## src/rtl/usb_otg_ctrl_map.vh

```
`ifndef USB_OTG_CTRL_MAP_VH
`define USB_OTG_CTRL_MAP_VH

// Byte addresses
`define ADDR_DEV_CTRL 12'h000
`define ADDR_DEV_IRQ_FLAGS 12'h004
`define ADDR_DEV_IRQ_CLEAR 12'h008
`define ADDR_NAME_WORD2 12'h828
`define ADDR_DRD_STATUS 12'h82C

// Reset values
`define RST_DEV_CTRL 32'h00000100
`define RST_DEV_IRQ_FLAGS 32'h00000000
`define RST_DRD_STATE 4'h9

// Control register fields
`define CTRL_ADDR_LSB 0
`define CTRL_ADDR_MSB 6
`define CTRL_ADDR_EN 7
`define CTRL_DETACH 8
`define CTRL_RWAKE 9
`define CTRL_LOW_SPEED 12

// Flag register fields
`define FLG_SUSPEND 0
`define FLG_SOF 2
`define FLG_END_RESET 3
`define FLG_WAKEUP 4
`define FLG_END_RESUME 5
`define FLG_UP_RESUME 6
`define FLG_EP_LSB 12
`define FLG_EP_MSB 18
`define FLG_DMA_LSB 25
`define FLG_DMA_MSB 30

// Dual-role state encodings
`define ST_A_IDLE 4'h0
`define ST_A_WAIT_VRISE 4'h1
`define ST_A_WAIT_BCON 4'h2
`define ST_A_HOST 4'h3
`define ST_A_SUSPEND 4'h4
`define ST_A_PERIPHERAL 4'h5
`define ST_A_WAIT_VFALL 4'h6
`define ST_A_VBUS_ERR 4'h7
`define ST_A_WAIT_DISCHARGE 4'h8
`define ST_B_IDLE 4'h9
`define ST_B_PERIPHERAL 4'hA
`define ST_B_WAIT_BEGIN_HNP 4'hB
`define ST_B_WAIT_DISCHARGE 4'hC
`define ST_B_WAIT_ACON 4'hD
`define ST_B_HOST 4'hE
`define ST_B_SRP_INIT 4'hF

// Timing
`define CLK_PERIOD_NS 40
`define DISCHARGE_US 100
`define DISCHARGE_CYCLES ((`DISCHARGE_US * 1000) / `CLK_PERIOD_NS)
`define HNP_WAIT_MS 3
`define HNP_WAIT_CYCLES ((`HNP_WAIT_MS * 1000000) / `CLK_PERIOD_NS)

`endif

```

## src/rtl/usb_otg_device_control_status.v

```verilog
// Function
// Second identification word is a fixed read-only constant.
// State status register holds dual-role state in bits 3:0, resets to 9.
// State 0 is A idle (id low), 9 is B idle (id high).
// States 1,2,3: A waits power rise, waits connect, acts as host.
// States 4,5: A host suspended, A peripheral.
// States 6,7: A waits power fall, A overcurrent recovery.
// State 8: A waits 100 us for line discharge.
// States 10,11: B peripheral, B suspended waits 3 ms before negotiation.
// States 12,13: B waits discharge, B waits for A connect.
// States 14,15: B host, B session request attempt.
// Software writes address field; bus reset clears it.
// Address enable bit 7: set by write, cleared by bus reset only.
// Detach bit 8 resets to one and disconnects the pull-up.
// Remote wake-up bit 9 requests resume; cleared when sent or by bus reset.
// Low-speed bit 12 selects low speed; clear means full speed.
// Low-speed bit writable when disabled or frozen; not reset by disable.
// Flag register resets to zero with fixed bit layout.
// Address is bits 6:0; unused control bits 31:13 and 11:10 read zero.
// Suspend flag set after three idle frame periods.
// Start-of-frame flag set on each detected frame token.
// Suspend and wake-up flags clear each other when raised.
// Writing one to the clear register clears a flag; reads zero.
`timescale 1ns/1ns
`include "usb_otg_ctrl_map.vh"

module usb_otg_device_control_status #(
  parameter [31:0] NAME_WORD2 = 32'h00A5C3E1, // Arbitrary identification value
  parameter HNP_WAIT_CYCLES = `HNP_WAIT_CYCLES
) (
  input wire clk,
  input wire rst,
  input wire psel,
  input wire penable,
  input wire pwrite,
  input wire [11:0] paddr,
  input wire [31:0] pwdata,
  output wire [31:0] prdata,
  output wire pready,
  output wire pslverr,
  input wire controller_enable,
  input wire clock_freeze,
  input wire id_pin,
  input wire vbus_valid,
  input wire vbus_session_low,
  input wire vbus_overcurrent,
  input wire peer_connected,
  input wire bus_suspended,
  input wire hnp_requested,
  input wire srp_request,
  input wire bus_reset,
  input wire suspend_detect,
  input wire sof_detect,
  input wire [10:0] sof_frame,
  input wire end_of_reset,
  input wire wakeup_detect,
  input wire end_of_resume,
  input wire resume_sent,
  input wire [6:0] endpoint_irq_flag,
  input wire [5:0] dma_channel_irq_flag,
  output reg [6:0] device_address,
  output reg address_enable,
  output reg detach,
  output reg remote_wakeup_request,
  output reg low_speed_force,
  output reg pullup_connect,
  output reg [10:0] frame_number,
  output reg [3:0] dual_role_state
);

  localparam integer DISCHARGE_INT = `DISCHARGE_CYCLES;
  localparam [16:0] DISCHARGE_CYCLES = DISCHARGE_INT[16:0];

  reg [5:0] event_flags;
  reg [31:0] rd_mux;
  reg [31:0] rdata;
  reg [31:0] next_rdata;
  reg [21:0] timer;
  reg [21:0] next_timer;
  reg [3:0] next_dual_role_state;
  wire discharge_done;
  wire hnp_done;
  wire wr = psel & penable & pwrite;
  wire rd = psel & ~penable & ~pwrite;
  wire clr_wr = wr && (paddr == `ADDR_DEV_IRQ_CLEAR);
  wire ctrl_wr = wr && (paddr == `ADDR_DEV_CTRL);
  wire active = controller_enable & ~clock_freeze;
  wire [31:0] flags_word;
  wire [31:0] ctrl_word;
  wire [31:0] clr_bits = clr_wr ? pwdata : 32'h00000000;

  // Zero wait states; unmapped addresses read zero without error
  assign pready = 1'b1;
  assign pslverr = 1'b0;
  assign prdata = rdata;

  assign ctrl_word = {19'h00000, low_speed_force, 2'h0, remote_wakeup_request,
    detach, address_enable, device_address};
  assign flags_word = {1'b0, dma_channel_irq_flag, 6'h00, endpoint_irq_flag, 5'h00,
    event_flags[5:1], 1'b0, event_flags[0]};

  // Read data is captured in the setup cycle, so prdata comes from a flop with no wait state
  always @* begin
    case (paddr)
      `ADDR_DEV_CTRL: begin
        rd_mux = ctrl_word;
      end
      `ADDR_DEV_IRQ_FLAGS: begin
        rd_mux = flags_word;
      end
      `ADDR_NAME_WORD2: begin
        rd_mux = NAME_WORD2;
      end
      `ADDR_DRD_STATUS: begin
        rd_mux = {28'h0000000, dual_role_state};
      end
      default: begin
        rd_mux = 32'h00000000;
      end
    endcase
    next_rdata = rd ? rd_mux : rdata;
  end

  always @(posedge clk or posedge rst) begin
    if (rst) begin
      rdata <= 32'h00000000;
    end else begin
      rdata <= next_rdata;
    end
  end

  // Control register; low-speed write does not depend on enable or freeze
  always @(posedge clk or posedge rst) begin
    if (rst) begin
      device_address <= 7'h00;
      address_enable <= 1'b0;
      detach <= 1'b1;
      remote_wakeup_request <= 1'b0;
      low_speed_force <= 1'b0;
    end else begin
      if (ctrl_wr) begin
        detach <= pwdata[`CTRL_DETACH];
        low_speed_force <= pwdata[`CTRL_LOW_SPEED];
      end
      if (bus_reset) begin
        device_address <= 7'h00;
        address_enable <= 1'b0;
        remote_wakeup_request <= 1'b0;
      end else begin
        if (ctrl_wr) begin
          device_address <= pwdata[`CTRL_ADDR_MSB:`CTRL_ADDR_LSB];
        end
        if (ctrl_wr && pwdata[`CTRL_ADDR_EN]) begin
          address_enable <= 1'b1;
        end
        if (ctrl_wr && pwdata[`CTRL_RWAKE]) begin
          remote_wakeup_request <= 1'b1;
        end else if (resume_sent) begin
          remote_wakeup_request <= 1'b0;
        end
      end
    end
  end

  always @(posedge clk or posedge rst) begin
    if (rst) begin
      pullup_connect <= 1'b0;
    end else begin
      pullup_connect <= ~detach & controller_enable;
    end
  end

  // Event flags: hardware set wins over software clear
  always @(posedge clk or posedge rst) begin
    if (rst) begin
      event_flags <= 6'h00;
      frame_number <= 11'h000;
    end else begin
      if (wakeup_detect) begin
        event_flags[0] <= 1'b0;
      end else if (suspend_detect && active) begin
        event_flags[0] <= 1'b1;
      end else if (clr_bits[`FLG_SUSPEND]) begin
        event_flags[0] <= 1'b0;
      end
      if (sof_detect && active) begin
        event_flags[1] <= 1'b1;
        frame_number <= sof_frame;
      end else if (clr_bits[`FLG_SOF]) begin
        event_flags[1] <= 1'b0;
      end
      if (end_of_reset && active) begin
        event_flags[2] <= 1'b1;
      end else if (clr_bits[`FLG_END_RESET]) begin
        event_flags[2] <= 1'b0;
      end
      // Wake-up is caught even with the clock frozen
      if (wakeup_detect) begin
        event_flags[3] <= 1'b1;
      end else if (suspend_detect && active) begin
        event_flags[3] <= 1'b0;
      end else if (clr_bits[`FLG_WAKEUP]) begin
        event_flags[3] <= 1'b0;
      end
      if (end_of_resume && active) begin
        event_flags[4] <= 1'b1;
      end else if (clr_bits[`FLG_END_RESUME]) begin
        event_flags[4] <= 1'b0;
      end
      if (resume_sent && active) begin
        event_flags[5] <= 1'b1;
      end else if (clr_bits[`FLG_UP_RESUME]) begin
        event_flags[5] <= 1'b0;
      end
    end
  end

  // Both waits end one count early because the state change itself costs a clock
  assign discharge_done = timer >= {5'h00, DISCHARGE_CYCLES} - 22'h000001;
  assign hnp_done = timer >= HNP_WAIT_CYCLES[21:0] - 22'h000001;

  // Dual-role state machine; the timer only runs in the timed states and restarts
  // at zero on entry from an untimed state, so a bounce back cannot shorten it; B wait discharge keeps the HNP wait count
  always @* begin
    next_dual_role_state = dual_role_state;
    next_timer = 22'h000000;
    case (dual_role_state)
      // A side: this end supplies bus power
      `ST_A_IDLE: begin
        if (id_pin) begin
          next_dual_role_state = `ST_B_IDLE;
        end else if (srp_request) begin
          next_dual_role_state = `ST_A_WAIT_VRISE;
        end
      end
      // Overcurrent wins over every other event while power is applied
      `ST_A_WAIT_VRISE: begin
        if (vbus_overcurrent) begin
          next_dual_role_state = `ST_A_VBUS_ERR;
        end else if (vbus_valid) begin
          next_dual_role_state = `ST_A_WAIT_BCON;
        end
      end
      `ST_A_WAIT_BCON: begin
        if (vbus_overcurrent) begin
          next_dual_role_state = `ST_A_VBUS_ERR;
        end else if (id_pin) begin
          next_dual_role_state = `ST_A_WAIT_VFALL;
        end else if (peer_connected) begin
          next_dual_role_state = `ST_A_HOST;
        end
      end
      `ST_A_HOST: begin
        if (vbus_overcurrent) begin
          next_dual_role_state = `ST_A_VBUS_ERR;
        end else if (!peer_connected) begin
          next_dual_role_state = `ST_A_WAIT_BCON;
        end else if (bus_suspended) begin
          next_dual_role_state = `ST_A_SUSPEND;
        end
      end
      // A disconnect while suspended hands the host role to the peer
      `ST_A_SUSPEND: begin
        if (vbus_overcurrent) begin
          next_dual_role_state = `ST_A_VBUS_ERR;
        end else if (!peer_connected) begin
          next_dual_role_state = `ST_A_PERIPHERAL;
        end else if (!bus_suspended) begin
          next_dual_role_state = `ST_A_HOST;
        end
      end
      `ST_A_PERIPHERAL: begin
        if (vbus_overcurrent) begin
          next_dual_role_state = `ST_A_VBUS_ERR;
        end else if (bus_suspended) begin
          next_dual_role_state = `ST_A_WAIT_BCON;
        end
      end
      `ST_A_WAIT_VFALL: begin
        if (vbus_session_low) begin
          next_dual_role_state = `ST_A_WAIT_DISCHARGE;
        end
      end
      `ST_A_VBUS_ERR: begin
        if (!vbus_overcurrent) begin
          next_dual_role_state = `ST_A_WAIT_VFALL;
        end
      end
      // The lines must settle before the idle state may sample the id pin again
      `ST_A_WAIT_DISCHARGE: begin
        next_timer = timer + 22'h000001;
        if (discharge_done) begin
          next_dual_role_state = `ST_A_IDLE;
        end
      end
      // B side: bus power comes from the peer
      `ST_B_IDLE: begin
        if (!id_pin) begin
          next_dual_role_state = `ST_A_IDLE;
        end else if (vbus_valid) begin
          next_dual_role_state = `ST_B_PERIPHERAL;
        end else if (srp_request) begin
          next_dual_role_state = `ST_B_SRP_INIT;
        end
      end
      `ST_B_PERIPHERAL: begin
        if (!vbus_valid) begin
          next_dual_role_state = `ST_B_IDLE;
        end else if (bus_suspended && hnp_requested) begin
          next_dual_role_state = `ST_B_WAIT_BEGIN_HNP;
        end
      end
      // Any bus activity during the wait cancels the role swap
      `ST_B_WAIT_BEGIN_HNP: begin
        next_timer = timer + 22'h000001;
        if (!vbus_valid || !bus_suspended) begin
          next_dual_role_state = `ST_B_PERIPHERAL;
        end else if (hnp_done) begin
          next_dual_role_state = `ST_B_WAIT_DISCHARGE;
        end
      end
      `ST_B_WAIT_DISCHARGE: begin
        next_timer = timer + 22'h000001;
        if (discharge_done) begin
          next_dual_role_state = `ST_B_WAIT_ACON;
        end
      end
      `ST_B_WAIT_ACON: begin
        if (!vbus_valid) begin
          next_dual_role_state = `ST_B_IDLE;
        end else if (peer_connected) begin
          next_dual_role_state = `ST_B_HOST;
        end
      end
      `ST_B_HOST: begin
        if (!vbus_valid) begin
          next_dual_role_state = `ST_B_IDLE;
        end else if (!peer_connected) begin
          next_dual_role_state = `ST_B_PERIPHERAL;
        end
      end
      // Session request ends when the peer powers the bus or the cable turns us into A
      `ST_B_SRP_INIT: begin
        if (!id_pin) begin
          next_dual_role_state = `ST_A_IDLE;
        end else if (vbus_valid) begin
          next_dual_role_state = `ST_B_PERIPHERAL;
        end
      end
      default: begin
        next_dual_role_state = `RST_DRD_STATE;
      end
    endcase
  end

  always @(posedge clk or posedge rst) begin
    if (rst) begin
      dual_role_state <= `RST_DRD_STATE;
      timer <= 22'h000000;
    end else begin
      dual_role_state <= next_dual_role_state;
      timer <= next_timer;
    end
  end

endmodule // usb_otg_device_control_status

```

## config.mk

```make
export PLATFORM = sky130hd
export DESIGN_NAME = usb_otg_device_control_status
export DESIGN_NICKNAME = d
export VERILOG_FILES = /design/src/rtl/usb_otg_device_control_status.v
export VERILOG_INCLUDE_DIRS = /design/src /design/src/rtl
export SDC_FILE = /design/constraint.sdc
export NUM_CORES = 1
export LEC_CHECK = 0
export CAP_MARGIN = 5
export CORE_ASPECT_RATIO = 0.8
export CORE_MARGIN = 1.5
export CORE_UTILIZATION = 29
export DETAILED_ROUTE_END_ITERATION = 12
export DONT_BUFFER_PORTS = 1
export PLACE_DENSITY_LB_ADDON = 0.2
export SLEW_MARGIN = 10
export SYNTH_ARGS = -nofsm -noshare
export SYNTH_HDL_FRONTEND = slang
export SYNTH_SLANG_ARGS = --single-unit
```

## constraint.sdc

```tcl
create_clock -name clk -period 5 [get_ports clk]
set_input_delay 0.5 -clock clk [delete_from_list [all_inputs] [get_ports clk]]
set_output_delay 0.5 -clock clk [all_outputs]
set_load 0.005 [all_outputs]
```

==> run_results.csv <==
group,metric,value,unit
clock_tree,clk_latency,0.33,ns
setup_path,slowest_stage,"dfrtp_1",
synthesis,ys_seq_area_share,47.9,%
run,drv_cap,0,
layout,drive_gt1_share,11.1,%
clock_tree,htreeDepth,3,
synthesis,synth_top_area_share,45.9,%
clock_tree,cts_tree,"built",
layout,multi_input_area,1950,um^2
synthesis,synth-edff-count,0,
clock_tree,post_cts_resized,0,
grt,grt_first_pass_wirelength,17000,um
synthesis,avgSynthCellArea,9.54,um^2
layout,fill_cells,1411,
synthesis,synth_top_area_cell,"dfrtp_1",
synthesis,ys_types,59,
timing,grt_setup_unrepaired,"false",
place,dp_hpwl,7490,um
grt,grt_pass1_vias,3138,
synthesis,synth_flop_cell,"dfrtp_1",
setup_path,critPathKind,"reg2reg",
synthesis,netlist_instances,434,
routing,first_iter_violations,154,
timing,setup_violations,0,
hold_path,hold_class,"in2reg",
grt,grtUsageTotal,14.5,%
floorplan,core,13700,um^2
synthesis,postSynth.asyncResetShare,100,%
timing,period_share,49.7,%
setup_path,max_stage_delay,0.86,ns
setup_path,path_max_fanout,23,
timing,worst_slew_pin_slew,1.00,ns
grt,grt_max_degree,80,
setup_path,crit_required,5.21,ns
floorplan,die_w,137,um
routing,antenna_left,0,
timing,finClkSkew,0.00382,ns
timing,relSlewSlack,33.3,%
routing,via_per_inst,5.20,
layout,syn2layout_area_growth,8.40,%
clock_tree,cts_buffers,9,
clock_tree,clock-sinks,79,
setup_path,critPathCaptureType,"register",
grt,grt-ovfl-total,0,
routing,drc,0,
routing,dr.pass1.iters,4,
timing,layout_min_cycle_time,2.49,ns
timing,timing.final.hold_violations,0,
place,place.gp.congestion,0.774,
setup_path,reg2reg_depth,6,
setup_path,critPathLaunchType,"register",
routing,wirelength,10500,um
layout,diodes,0,
pwr,vdd_drop_max,0.180,mV
clock_tree,cts_setup_buffers,0,
routing,detail_route.wl_per_cell,17.4,um
status,status,"finished, final reports clean",
synthesis,synth_seq_cells,79,
floorplan,die_area,15000,um^2
timing,tns,0,ns
clock_tree,clockBufferDepth,2,
pwr,p_leak,0.00186,uW
pwr,finalPower,1820,uW
hold_path,min_path_cells,1,
synthesis,syn_area,4140,um^2
floorplan,num_rows,38,
floorplan,initial_core_util,30.1,%
place,io_buffer_count,0,
timing,fmax,402,MHz
routing,vias,3144,
timing,drv_slew,0,
grt,antenna_found_initial,0,
layout,layout.area.seq,1980,um^2
synthesis,ys.warnings.count,0,
setup_path,arrival,2.70,ns
clock_tree,cts-root-buf,"clkbuf_16",
layout,final_nets,511,
floorplan,die_h,110,um
clock_tree,cts.reportedPaths.clkPinSlew,0.06,ns
floorplan,io_pins,151,
clock_tree,hold_buffers,0,
setup_path,crit_chain,"nor2_1 > a31oi_1 > o211ai_1 > nor4_4 > nand3_1 > a32o_1",
synthesis,synth.area.top_cells,"dfrtp_1, nand2_1, nor2_1, mux2_2, o21ai_0",
pwr,power.density,405,nW/um^2
[cell usage in the layout, fill, tap and decap left out, types with 4 or more instances in the layout]
master,count
nor2b_1,6
mux2_2,13
nand3_1,24
o21ai_0,26
and4_1,4
a22oi_1,4
conb_1,9
inv_1,5
xnor2_1,6
nand4_1,11
nor3_1,6
a31oi_1,6
xor2_1,12
nand2_1,56
clkbuf_16,9
a22o_1,4
mux2i_1,9
a21oi_1,21
nor2_1,49
and3_1,8
dfrtp_1,76
[metal layers]
layer	up-vias	track usage, %	wire [um]
li1	1488	-	-
met1	1529	19.4	4790
met3	10	5.67	1030
met4	0	5.17	110
met2	117	21.2	4590
met5	-	0	0
[cells by family after synthesis]
| group | synth area share, % |
|---|---|
| fa+ha+maj | 0.302 |
| buf+inv | 5.77 |
| xor+xnor | 3.81 |
| simple gates | 23.7 |
| compound gates | 12.7 |
| mux | 5.71 |
| other cells | 0.181 |
| flops | 47.9 |
[where the power goes]
group / internal (uW) / switching (uW) / total [uW]
registers: 689 / 134 / 823
clock network: 400 / 247 / 647
logic: 144 / 204 / 348
total: 1230 / 586 / 1820
[flip-flops by register name, indices dropped and copies added, names as in the netlist, 4 cells and up]
| register | count |
|---|---|
| event_flags | 6 |
| timer | 22 |
| dual_role_state | 4 |
| prdata | 24 |
| frame_number | 11 |
| device_address | 7 |
[cells in the mapped netlist (8+ instances only)]
library cell	number
nand2_1	56
nor2_1	49
xor2_1	12
mux2_2	13
mux2i_1	9
clkbuf_1	12
o21ai_0	27
and3_1	8
nand3_1	24
dfrtp_1	76
buf_4	15
a21oi_1	21
nand4_1	11
[critical path, delay by kind of cell, from the launching register on]
kind,cells,cell delay [ns]
compound gates,3,0.65
flops,1,0.86
simple gates,3,0.85
[layout make-up]
class | count | area share, %
multi-input cells | 322 | 43.4
flip-flops and latches | 79 | 44.1
inverters | 6 | 0.530
clock inverters | 3 | 0.948
clock buffers | 13 | 5.58
well taps | 180 | 5.02
repair buffers | 2 | 0.335
[stage by stage]
step	area (um^2)	hold WS [ns]	setup WS, ns	instances	utilization [%]
floorplan	4170	0.448	2.48	441	-
global placement	4190	0.473	2.48	589	30.5
detailed placement	4190	0.482	2.44	589	30.5
CTS	4490	0.208	2.53	605	32.7
global route	4490	0.205	2.30	605	32.7
finish	4490	0.227	2.51	605	32.7
[worst paths after layout]
check | start | end | slack, ns
worst max-delay path | dual_role_state[1]$_DFFE_PP0P_ | dual_role_state[1]$_DFFE_PP0P_ | 2.51
worst min-delay path | wakeup_detect | event_flags[0]$_DFFE_PP0P_ | 0.23
worst max register to register | dual_role_state[1]$_DFFE_PP0P_ | dual_role_state[1]$_DFFE_PP0P_ | 2.51
worst min register to register | timer[0]$_DFF_PP0_ | timer[0]$_DFF_PP0_ | 0.49
max in group asynchronous | rst | frame_number[5]$_DFFE_PP0P_ | 4.00
min in group asynchronous | rst | prdata[7]$_DFFE_PP0P_ | 0.35
Power figures use the tool's default switching activity.
